### src/verilog/pbs_params.svh
// constants for the pipelined burst sram control block
`ifndef PBS_PARAMS_SVH
`define PBS_PARAMS_SVH
`define PBS_CTL_IDLE   12'hFFF
`define PBS_MASK_ALL   4'hF
`define PBS_MASK_NONE  4'h0
`define PBS_CNT_ZERO   2'h0
`define PBS_CNT_STEP   2'h1
`define PBS_LOW_BITS   2
`endif

### src/verilog/pbs_pkg.sv
// types for the pipelined burst sram control block
package pbs_pkg;
  // synchronous control pins, all as seen on the pins
  typedef struct packed {
    logic       ce1_n;   // chip_enable_primary, low active
    logic       ce2;     // chip_enable_high
    logic       ce3_n;   // chip_enable_low
    logic       pas_n;   // processor_addr_strobe
    logic       cas_n;   // controller_addr_strobe
    logic       step_n;  // burst_step, low advances
    logic       gw_n;    // global_write
    logic       ws_n;    // write_select
    logic [3:0] bw_n;    // byte_write_n, one per byte
  } pbs_ctl_t;
  typedef enum logic [2:0] {
    PBS_DESEL   = 3'b000,
    PBS_BEG_RD  = 3'b001,
    PBS_BEG_WR  = 3'b010,
    PBS_CONT_RD = 3'b011,
    PBS_CONT_WR = 3'b100,
    PBS_SUSP_RD = 3'b101,
    PBS_SUSP_WR = 3'b110,
    PBS_NOP     = 3'b111
  } pbs_cyc_t;
  typedef enum logic {
    PBS_S_IDLE  = 1'b0,
    PBS_S_BURST = 1'b1
  } pbs_state_t;
endpackage

### src/verilog/pbs_ctrl.sv
// control logic of a pipelined burst sram: cycle decode, burst counter, byte writes
`timescale 1ns/100ps
`include "pbs_params.svh"
module pbs_ctrl #(
  parameter int ADDR_W = 17,  // address_inputs width
  parameter int LANE_W = 9,   // bits per byte lane
  parameter int BYTES  = 4    // byte lanes
) (
  input  wire logic                      mclk,               // 25 MHz clock
  input  wire logic                      rst_n,              // sync reset, low
  input  wire pbs_pkg::pbs_ctl_t         ctl_pins,           // clocked control pins
  input  wire logic [ADDR_W-1:0]         address_inputs,     // external address
  input  wire logic                      output_enable_n,    // async output enable
  input  wire logic                      burst_order_select, // strap, 1 interleaved
  input  wire logic [BYTES*LANE_W-1:0]   data_lanes_in,      // data pins, in
  output logic      [BYTES*LANE_W-1:0]   data_lanes_out,     // data pins, out
  output logic      [BYTES-1:0]          data_lanes_oe_n,    // low drives lane
  output logic      [ADDR_W-1:0]         array_addr,         // array address
  output logic                           array_rd,           // array read
  output logic      [BYTES-1:0]          array_we,           // array byte writes
  output logic      [BYTES*LANE_W-1:0]   array_wdata,        // array write data
  input  wire logic [BYTES*LANE_W-1:0]   array_rdata         // valid while array_rd
);
  import pbs_pkg::*;

  ////////////////////////////////////////////////////////////////////////////
  // pin synchronisers: first stage feeds only the second
  pbs_ctl_t                  ctl_s1_q;
  pbs_ctl_t                  ctl_q;
  logic [ADDR_W-1:0]         addr_s1_q;
  logic [ADDR_W-1:0]         addr_q;
  logic [BYTES*LANE_W-1:0]   din_s1_q;
  logic [BYTES*LANE_W-1:0]   din_q;

  always_ff @(posedge mclk)
  begin
    if (!rst_n)
    begin
      ctl_s1_q  <= `PBS_CTL_IDLE;
      ctl_q     <= `PBS_CTL_IDLE;
      addr_s1_q <= '0;
      addr_q    <= '0;
      din_s1_q  <= '0;
      din_q     <= '0;
    end
    else
    begin
      ctl_s1_q  <= ctl_pins;
      ctl_q     <= ctl_s1_q;
      addr_s1_q <= address_inputs;
      addr_q    <= addr_s1_q;
      din_s1_q  <= data_lanes_in;
      din_q     <= din_s1_q;
    end
  end

  ////////////////////////////////////////////////////////////////////////////
  // write decode
  logic [BYTES-1:0] byte_mask;
  logic             is_write;

  assign byte_mask = !ctl_q.gw_n ? `PBS_MASK_ALL :
                     !ctl_q.ws_n ? ~ctl_q.bw_n :
                     `PBS_MASK_NONE;
  assign is_write  = (byte_mask != `PBS_MASK_NONE);

  ////////////////////////////////////////////////////////////////////////////
  // cycle decode
  logic       ce_all;
  logic       ce_sec_off;
  logic       pas_eff;
  logic       deselect;
  logic       begin_rd;
  logic       begin_wr;
  pbs_state_t state_q;
  pbs_cyc_t   cyc;

  assign ce_all     = !ctl_q.ce1_n && ctl_q.ce2 && !ctl_q.ce3_n;
  assign ce_sec_off = !ctl_q.ce2 || ctl_q.ce3_n;
  // processor strobe is blind while primary enable is off
  assign pas_eff    = !ctl_q.pas_n && !ctl_q.ce1_n;
  assign deselect   = (!ctl_q.cas_n && ctl_q.ce1_n)
                    || (pas_eff && ce_sec_off)
                    || (!ctl_q.cas_n && ctl_q.pas_n && ce_sec_off);
  assign begin_rd   = ce_all && (!ctl_q.pas_n
                    || (!ctl_q.cas_n && !is_write));
  assign begin_wr   = ce_all && ctl_q.pas_n && !ctl_q.cas_n && is_write;
  // anything left has no strobe, or only a blind processor strobe, and steps or holds the burst
  assign cyc = deselect ? PBS_DESEL :
               begin_rd ? PBS_BEG_RD :
               begin_wr ? PBS_BEG_WR :
               (state_q != PBS_S_BURST) ? PBS_NOP :
               !ctl_q.step_n ? (is_write ? PBS_CONT_WR : PBS_CONT_RD) :
               (is_write ? PBS_SUSP_WR : PBS_SUSP_RD);

  ////////////////////////////////////////////////////////////////////////////
  // burst counter and address
  logic [ADDR_W-1:2] hi_q;
  logic [1:0]        start_q;
  logic [1:0]        cnt_q;
  logic [1:0]        cnt_nxt;
  logic [1:0]        lo_cur;
  logic [1:0]        lo_nxt;
  logic [ADDR_W-1:0] cur_addr;
  logic [ADDR_W-1:0] nxt_addr;

  assign cnt_nxt  = cnt_q + `PBS_CNT_STEP;
  // strap read straight, never registered
  assign lo_cur   = burst_order_select ? (start_q ^ cnt_q)
                                       : (start_q + cnt_q);
  assign lo_nxt   = burst_order_select ? (start_q ^ cnt_nxt)
                                       : (start_q + cnt_nxt);
  assign cur_addr = {hi_q, lo_cur};
  assign nxt_addr = {hi_q, lo_nxt};

  ////////////////////////////////////////////////////////////////////////////
  // burst state machine
  always_ff @(posedge mclk)
  begin
    if (!rst_n)
    begin
      state_q <= PBS_S_IDLE;
      hi_q    <= '0;
      start_q <= `PBS_CNT_ZERO;
      cnt_q   <= `PBS_CNT_ZERO;
    end
    else
    begin
      case (cyc)
        PBS_DESEL:
        begin
          state_q <= PBS_S_IDLE;
        end
        PBS_BEG_RD, PBS_BEG_WR:
        begin
          state_q <= PBS_S_BURST;
          hi_q    <= addr_q[ADDR_W-1:`PBS_LOW_BITS];
          start_q <= addr_q[1:0];
          cnt_q   <= `PBS_CNT_ZERO;
        end
        PBS_CONT_RD, PBS_CONT_WR:
        begin
          cnt_q   <= cnt_nxt;
        end
        default:
        begin
          cnt_q   <= cnt_q;
        end
      endcase
    end
  end

  ////////////////////////////////////////////////////////////////////////////
  // array access selection
  logic              acc_rd;
  logic [BYTES-1:0]  acc_we;
  logic [ADDR_W-1:0] acc_addr;

  assign acc_rd   = (cyc == PBS_BEG_RD) || (cyc == PBS_CONT_RD) || (cyc == PBS_SUSP_RD);
  assign acc_we   = ((cyc == PBS_BEG_WR) || (cyc == PBS_CONT_WR) || (cyc == PBS_SUSP_WR))
                    ? byte_mask : `PBS_MASK_NONE;
  assign acc_addr = ((cyc == PBS_BEG_RD) || (cyc == PBS_BEG_WR)) ? addr_q :
                    ((cyc == PBS_CONT_RD) || (cyc == PBS_CONT_WR)) ? nxt_addr :
                    cur_addr;

  // array strobes registered so the array sees clean edges
  always_ff @(posedge mclk)
  begin
    if (!rst_n)
    begin
      array_addr  <= '0;
      array_rd    <= 1'b0;
      array_we    <= `PBS_MASK_NONE;
      array_wdata <= '0;
    end
    else
    begin
      array_addr  <= acc_addr;
      array_rd    <= acc_rd;
      array_we    <= acc_we;
      array_wdata <= din_q;
    end
  end

  ////////////////////////////////////////////////////////////////////////////
  // output register: read data one edge after the array access
  logic drive_q;

  always_ff @(posedge mclk)
  begin
    if (!rst_n)
    begin
      drive_q        <= 1'b0;
      data_lanes_out <= '0;
    end
    else
    begin
      // a write or deselect leaves no pending read, so the pins float
      drive_q        <= array_rd;
      data_lanes_out <= array_rd ? array_rdata : data_lanes_out;
    end
  end

  // output enable gates drivers without a clock; a flop here would add a cycle
  genvar g;
  generate
    for (g = 0; g < BYTES; g++)
    begin : g_lane
      assign data_lanes_oe_n[g] = !(drive_q && !output_enable_n);
    end
  endgenerate
endmodule

### config.mk
export PLATFORM = sky130hd
export DESIGN_NAME = pbs_ctrl
export DESIGN_NICKNAME = d
export VERILOG_FILES = /design/src/verilog/pbs_pkg.sv /design/src/verilog/pbs_ctrl.sv
export VERILOG_INCLUDE_DIRS = /design/src /design/src/verilog
export SDC_FILE = /design/constraint.sdc
export NUM_CORES = 1
export LEC_CHECK = 0
export BUFFER_PORTS_ARGS = -buffer_cell sky130_fd_sc_hd__buf_2
export CORE_MARGIN = 10
export CORE_UTILIZATION = 51
export CTS_CLUSTER_SIZE = 24
export DETAILED_ROUTE_END_ITERATION = 16
export PLACE_DENSITY = 0.86
export SYNTH_ARGS = -nofsm -noshare
export SYNTH_HDL_FRONTEND = slang
export SYNTH_SLANG_ARGS = --single-unit
### constraint.sdc
create_clock -name mclk -period 1.6 [get_ports mclk]
set_input_delay 0 -clock mclk [delete_from_list [all_inputs] [get_ports mclk]]
set_output_delay 0 -clock mclk [all_outputs]
set_load 0.03 [all_outputs]
==> flow_summary_export.csv, run 1 <==
group,metric,value,unit
synth,syn_inst,639,
cells_and_area,syn2layout_area_growth,42.3,%
drt,vias,5244,
floorplanning,coreArea,13900,um^2
clock_tree,clkTransAtPathRegs,60,ps
global_routing,antenna_found_initial,3,
clock_tree,insertion_delay,510,ps
global_routing,grt-ovfl-total,0,
cells_and_area,final_cells,1146,
critical_path,critical_path_arrival,1840,ps
cells_and_area,fillers,869,
floorplanning,ioPinCount,203,
critical_path,required,2010,ps
critical_path,reg2reg_from,"cnt_q[0]",
critical_path,cp_max_fo,4,
drt,drc_errors,0,
pwr,power_switching,2630,uW
pwr,power_frac_clock,43.8,%
synth,syn-num-nets,746,
floorplanning,die_y,139,um
timing,rsz0062_at_grt,"false",
global_routing,grt_pass1_vias,5439,
synth,yosysUniqueCellTypes,28,
synth,synth-edff-count,0,
critical_path,path_class,"reg -> reg",
drt,drtIter0Drc,205,
timing,post-route-period-util,89.3,%
synth,yosys.area_share.adder,0.344,%
status,status,"finished clean",
timing,final.min_clock_period,1430,ps
clock_tree,cts_max_level,1,
synth,muxShareOfSynthArea,5.23,%
hold_path,hold_depth,5,
timing,slew_headroom,79.4,%
synth,synth-simple-area-share,20.1,%
synth,synthArstFlopShare,0,%
global_routing,busiest_layer,"met2",
pwr,internal_power,10100,uW
pwr,powerDensity,1230,nW/um^2
critical_path,end_kind,"flip-flop",
timing,finalSetupViolCount,0,
drt,wl,18000,um
floorplanning,dieArea,19400,um^2
timing,finalWorstSetupSlack,172,ps
global_routing,grt.met3_usage,5.65,%
placement,place_ws,119,ps
hold_path,min_to,"array_addr[1]",
run,maxCapViolCount,0,
cells_and_area,multiInputGateArea,2180,um^2
clock_tree,cts.sink_count,245,
global_routing,use_met1,18.0,%
synth,synth_area,7270,um^2
pwr,ir_drop,1030,uV
global_routing,grt_max_degree,74,
cells_and_area,nets,1053,
timing,holdWs,42.3,ps
placement,hpwl,10500,um
placement,numPortBuffers,202,
clock_tree,cts-root-buf,"clkbuf_16",
timing,final_hold_viol_count,0,
cells_and_area,layout-drive-gt1-share,27.1,%
critical_path,worst_setup_path_start_kind,"flip-flop",
clock_tree,cts_setup_buffers,0,
cells_and_area,regArea,4910,um^2
synth,ys_seq_elements,245,
critical_path,r2r_cells,7,
synth,synth-main-ff-cell,"dfxtp_1",
global_routing,grt_usage,17.5,%
clock_tree,cts_buffers,24,
floorplanning,die_w,139,um
pwr,p_leak,0.00461,uW
synth,avgSynthCellArea,11.4,um^2
placement,gp_congestion,0.733,
placement,dp.cells,992,
floorplanning,placementRows,43,
hold_path,hold_class,"in -> reg",
pwr,pwr-share-seq,49.9,%
timing,tns,0,ps
timing,fmax,0.700,GHz
global_routing,use_met2,32.2,%
pwr,p_comb_share,6.3,%
critical_path,r2r_slack,170,ps
synth,ys_seq_area_share,67.5,%
drt,viasPerCell,4.58,
global_routing,grt_pass1_wl,28200,um
timing,skew,14.9,ps
timing,drv_slew,0,
synth,yosysWarnings,0,
clock_tree,cts_tree,"yes",
drt,drt_first_pass_iters,5,
synth,synth-xor-area-share,0.482,%
critical_path,r2r-end,"array_addr[1]",
synth,synth_top_family_by_area,"simple AND/OR/NAND/NOR gates",
pwr,swShare,20.6,%
timing,worst_slew_pin_slew,306,ps
drt,wl_per_cell,15.7,um
clock_tree,cts_buffer_depth,3,
drt,route.antenna.remaining_nets,0,
synth,synth_compound_area_share,3.79,%
hold_path,hold_start,"burst_order_select",
floorplanning,initial_core_util,52.2,%
-- sequential cells by signal, summed over array words and instances, names as in the netlist --
| signal | count |
|---|---|
| din_q | 36 |
| hi_q | 15 |
| array_rd | 1 |
| array_wdata | 36 |
| addr_s1_q | 17 |
| drive_q | 1 |
| ctl_s1_q | 12 |
| start_q | 2 |
| data_lanes_out | 36 |
| ctl_q | 12 |
| array_we | 4 |
| array_addr | 17 |
| state_q | 1 |
| din_s1_q | 36 |
| cnt_q | 2 |
| addr_q | 17 |
-- area by class of cell --
cell class              count  share of cell area (%)
multi-input cells         354                    21.1
repair buffers            318                    21.4
clock inverters             9                    1.27
inverters                   3                   0.109
flip-flops and latches    245                    47.4
diodes                      3                  0.0726
clock buffers              34                    6.46
well taps                 180                    2.18
-- cell usage in the layout (no fill, tap or decap), drive strengths merged, types with 4 or more instances in the layout --
| master | instances |
|---|---|
| a21oi | 38 |
| buf | 210 |
| o21ai | 8 |
| dfxtp | 245 |
| nand2 | 39 |
| mux2i | 38 |
| clkinv | 6 |
| xnor2 | 4 |
| nand2b | 25 |
| and2 | 149 |
| nor2 | 40 |
| dlygate4sd3 | 108 |
| clkbuf | 34 |
-- logic make-up after synthesis --
family / count (synthesis)
simple gates: 259
flops: 245
compound gates: 51
buf+inv: 40
mux: 38
xor+xnor: 4
fa+ha+maj: 2
-- worst max path at each step --
stage                  start                  to  slack, ps  depth (start not counted)
floorplan           array_rd  data_lanes_out[10]        170                          4
global placement    cnt_q[0]       array_addr[1]        180                          7
detailed placement  cnt_q[0]       array_addr[1]        120                          7
CTS                 cnt_q[0]       array_addr[1]         90                          7
global route        cnt_q[0]       array_addr[1]         50                          7
finish              cnt_q[0]       array_addr[1]        170                          7
-- Yosys cell counts (4+ instances only) --
cell	n	area (um^2)
dfxtp_1	245	4900
and2_1	149	932
nor2_1	40	150
a21oi_1	38	190
mux2i_1	38	380
nand2_1	30	113
clkbuf_1	27	101
nand2b_1	25	156
nand2_2	9	56.3
o21ai_0	6	30.0
buf_2	5	25.0
xnor2_1	4	35.0
-- power groups by stage --
stage | sequential, uW | clock (uW) | combinational [uW]
2_1_floorplan | 6570 | 0 | 244
3_3_place_gp | 6480 | 0 | 558
3_5_place_dp | 6490 | 0 | 571
4_1_cts | 6360 | 5680 | 782
5_1_grt | 6380 | 5950 | 864
6_report | 6360 | 5590 | 801
-- metrics by stage --
| step | instance area (um^2) | utilization (%) | power, uW |
|---|---|---|---|
| 6_report | 10300 | 74.2 | 12800 |
| 5_1_grt | 10300 | 74.2 | 13200 |
| 4_1_cts | 10300 | 74.2 | 12800 |
| 3_5_place_dp | 8460 | 60.7 | 7060 |
| 3_3_place_gp | 8460 | 60.7 | 7040 |
| 2_1_floorplan | 7270 | - | 6820 |
-- worst max-delay path, stage by stage (launching register included) --
cell and delay, ps:
dfxtp_2 360, inv_1 80, ha_1 170, nor2b_1 130, xnor2_1 110, mux2i_1 180, xnor2_1 100, a211oi_1 210
-- routing by layer --
layer / part of all wire (%) / vias to the layer above
met5: 0 / -
met4: 2.8 / 0
met3: 7.9 / 36
met2: 52 / 178
met1: 38 / 2408
li1: - / 2622
-- what timing repair did --
| action | in CTS | in global routing |
|---|---|---|
| gates resized for setup | 0 | 1 |
| setup endpoints to repair | 0 | 1 |
| endpoints found under the hold margin | 113 | 0 |
| hold buffers | 108 | 0 |
No activity file was read; power rests on OpenSTA's default activity.
==> run 2: changes to the inputs <==
- CORE_ASPECT_RATIO: default -> 1.5
==> run 2 against run 1 <==
  * Largest cell class unchanged
  * Cell count up 1.7%
  * Maximum frequency down 7.0%
  * Clock skew up 0.87 ps
  * Critical endpoint is now data_lanes_out[1]
  * Die area up 0.50%
  * Combinational power up 1%
  * Clock power down 14%
  * Via count up 3.0%
==> flow_summary_export.csv, run 2 (same netlist as run 1, synthesis figures left out) <==
group,metric,value,unit
status,status,"finished clean",
global_routing,grt_pass1_vias,5705,
critical_path,required,1960,ps
floorplanning,ioPinCount,203,
timing,final_hold_viol_count,0,
drt,wl_per_cell,15.8,um
critical_path,cp_slowest_cell,"dlygate4sd3_1",
run,maxCapViolCount,0,
clock_tree,insertion_delay,490,ps
timing,post-route-period-util,96.0,%
timing,holdWs,56.5,ps
cells_and_area,syn2layout_area_growth,42.8,%
global_routing,antenna_found_initial,2,
timing,worst_slew_pin_slew,654,ps
critical_path,r2r_slack,60,ps
timing,fmax,0.651,GHz
pwr,ir_drop,902,uV
placement,dp.cells,1004,
timing,final.min_clock_period,1540,ps
clock_tree,cts.sink_count,245,
pwr,powerDensity,1150,nW/um^2
critical_path,slowest_delay,580,ps
global_routing,use_met1,18.4,%
cells_and_area,fillers,893,
placement,hpwl,10300,um
placement,place_ws,125,ps
critical_path,critical_path_arrival,1900,ps
hold_path,hold_class,"in -> reg",
critical_path,end_kind,"flip-flop",
floorplanning,dieArea,19500,um^2
clock_tree,cts-root-buf,"clkbuf_16",
timing,rsz0062_at_grt,"false",
floorplanning,die_y,166,um
drt,vias,5399,
timing,tns,0,ps
drt,drc_errors,0,
critical_path,worst_setup_path_start_kind,"flip-flop",
global_routing,grt_pass1_wl,29200,um
floorplanning,placementRows,53,
critical_path,critPathBufInv,2,
global_routing,grt_usage,18.0,%
cells_and_area,final_common_cell,"dfxtp_1",
cells_and_area,nets,1066,
clock_tree,cts_tree,"yes",
clock_tree,clkTransAtPathRegs,60,ps
clock_tree,cts_buffers,21,
critical_path,cp_cell_sequence,"buf_12 > mux2i_4 > nor2_1 > dlygate4sd3_1",
global_routing,use_met2,32.9,%
timing,finalWorstSetupSlack,63.9,ps
floorplanning,coreArea,14000,um^2
cells_and_area,final_cell_mix,"243 x dfxtp_1, 201 x buf_2, 149 x and2_1",
drt,route.antenna.remaining_nets,0,
critical_path,cp_max_fo,10,
floorplanning,die_w,117,um
drt,drtIter0Drc,337,
global_routing,grt-ovfl-total,0,
clock_tree,cts_buffer_depth,3,
timing,skew,15.8,ps
drt,wl,18400,um
global_routing,grt.met3_usage,5.31,%
timing,finalSetupViolCount,0,
pwr,p_leak,0.00465,uW
drt,viasPerCell,4.63,
critical_path,path_class,"reg -> reg",
critical_path,crit_family,"buffers and inverters",
timing,slew_headroom,56.4,%
cells_and_area,final_cells,1165,
placement,numPortBuffers,202,
global_routing,grt_max_degree,92,
clock_tree,cts_max_level,1,
global_routing,busiest_layer,"met2",
timing,drv_slew,0,
placement,gp_congestion,0.788,
cells_and_area,final_util,74.2,%
floorplanning,initial_core_util,52.0,%
drt,drt_first_pass_iters,4,
cells_and_area,layout-drive-gt1-share,26.5,%
## run 2: cell types whose count changed in the layout (fill, tap and decap cells not counted), sizes merged
cell	previous run	this run
buf	210	211
diode	3	2
clkinv	6	2
dlygate4sd3	108	121
bufinv	3	1
## run 2: repair_timing
action                                  4_1_cts  5_1_grt
hold endpoints to repair                    106        0
resized for setup                             0        4
endpoints found under the setup margin        0       20
setup buffers                                 0        1
hold buffers                                121        0
## run 2: path summary, 6_finish.rpt
path | from | end | cells after the start
worst max-delay path | array_rd | data_lanes_out[1] | 4
worst min-delay path | burst_order_select | array_addr[1] | 5
worst max register to register | array_rd | data_lanes_out[1] | 4
worst min register to register | ctl_s1_q[10] | ctl_q[10] | 1
## run 2: area by class of cell
type                       count  area, um^2  area share [%]
clock buffer                  32         607            5.84
multi-input combinational    354        2190            21.1
clock inverter                 3        40.0           0.386
sequential                   245        4910            47.3
tap                          192         240            2.31
antenna                        2        5.00          0.0482
inverter                       3        11.3           0.108
timing repair buffer         334        2380            22.9
## run 2: metrics by stage
step	area (um^2)	power, uW
floorplan	7270	6820
global placement	8450	7030
detailed placement	8450	7050
CTS	10300	12000
global route	10400	12400
finish	10400	12000
## run 2: worst reg2reg max path, stage by stage (launching register included)
cell and delay, ps:
dfxtp_4 380, buf_12 160, mux2i_4 230, nor2_1 70, dlygate4sd3_1 580
## run 2: power breakdown
group	internal, uW	leakage [uW]	switching [uW]
combinational	442	0.00233	371
clock	2760	0.000318	2020
sequential	6300	0.00201	63.6
## run 2: metal layers
layer  vias to the layer above  wire length [um]
met3                        43              1330
li1                       2652                 -
met4                         0               627
met1                      2513              6770
met5                         -                 0
met2                       191              9670
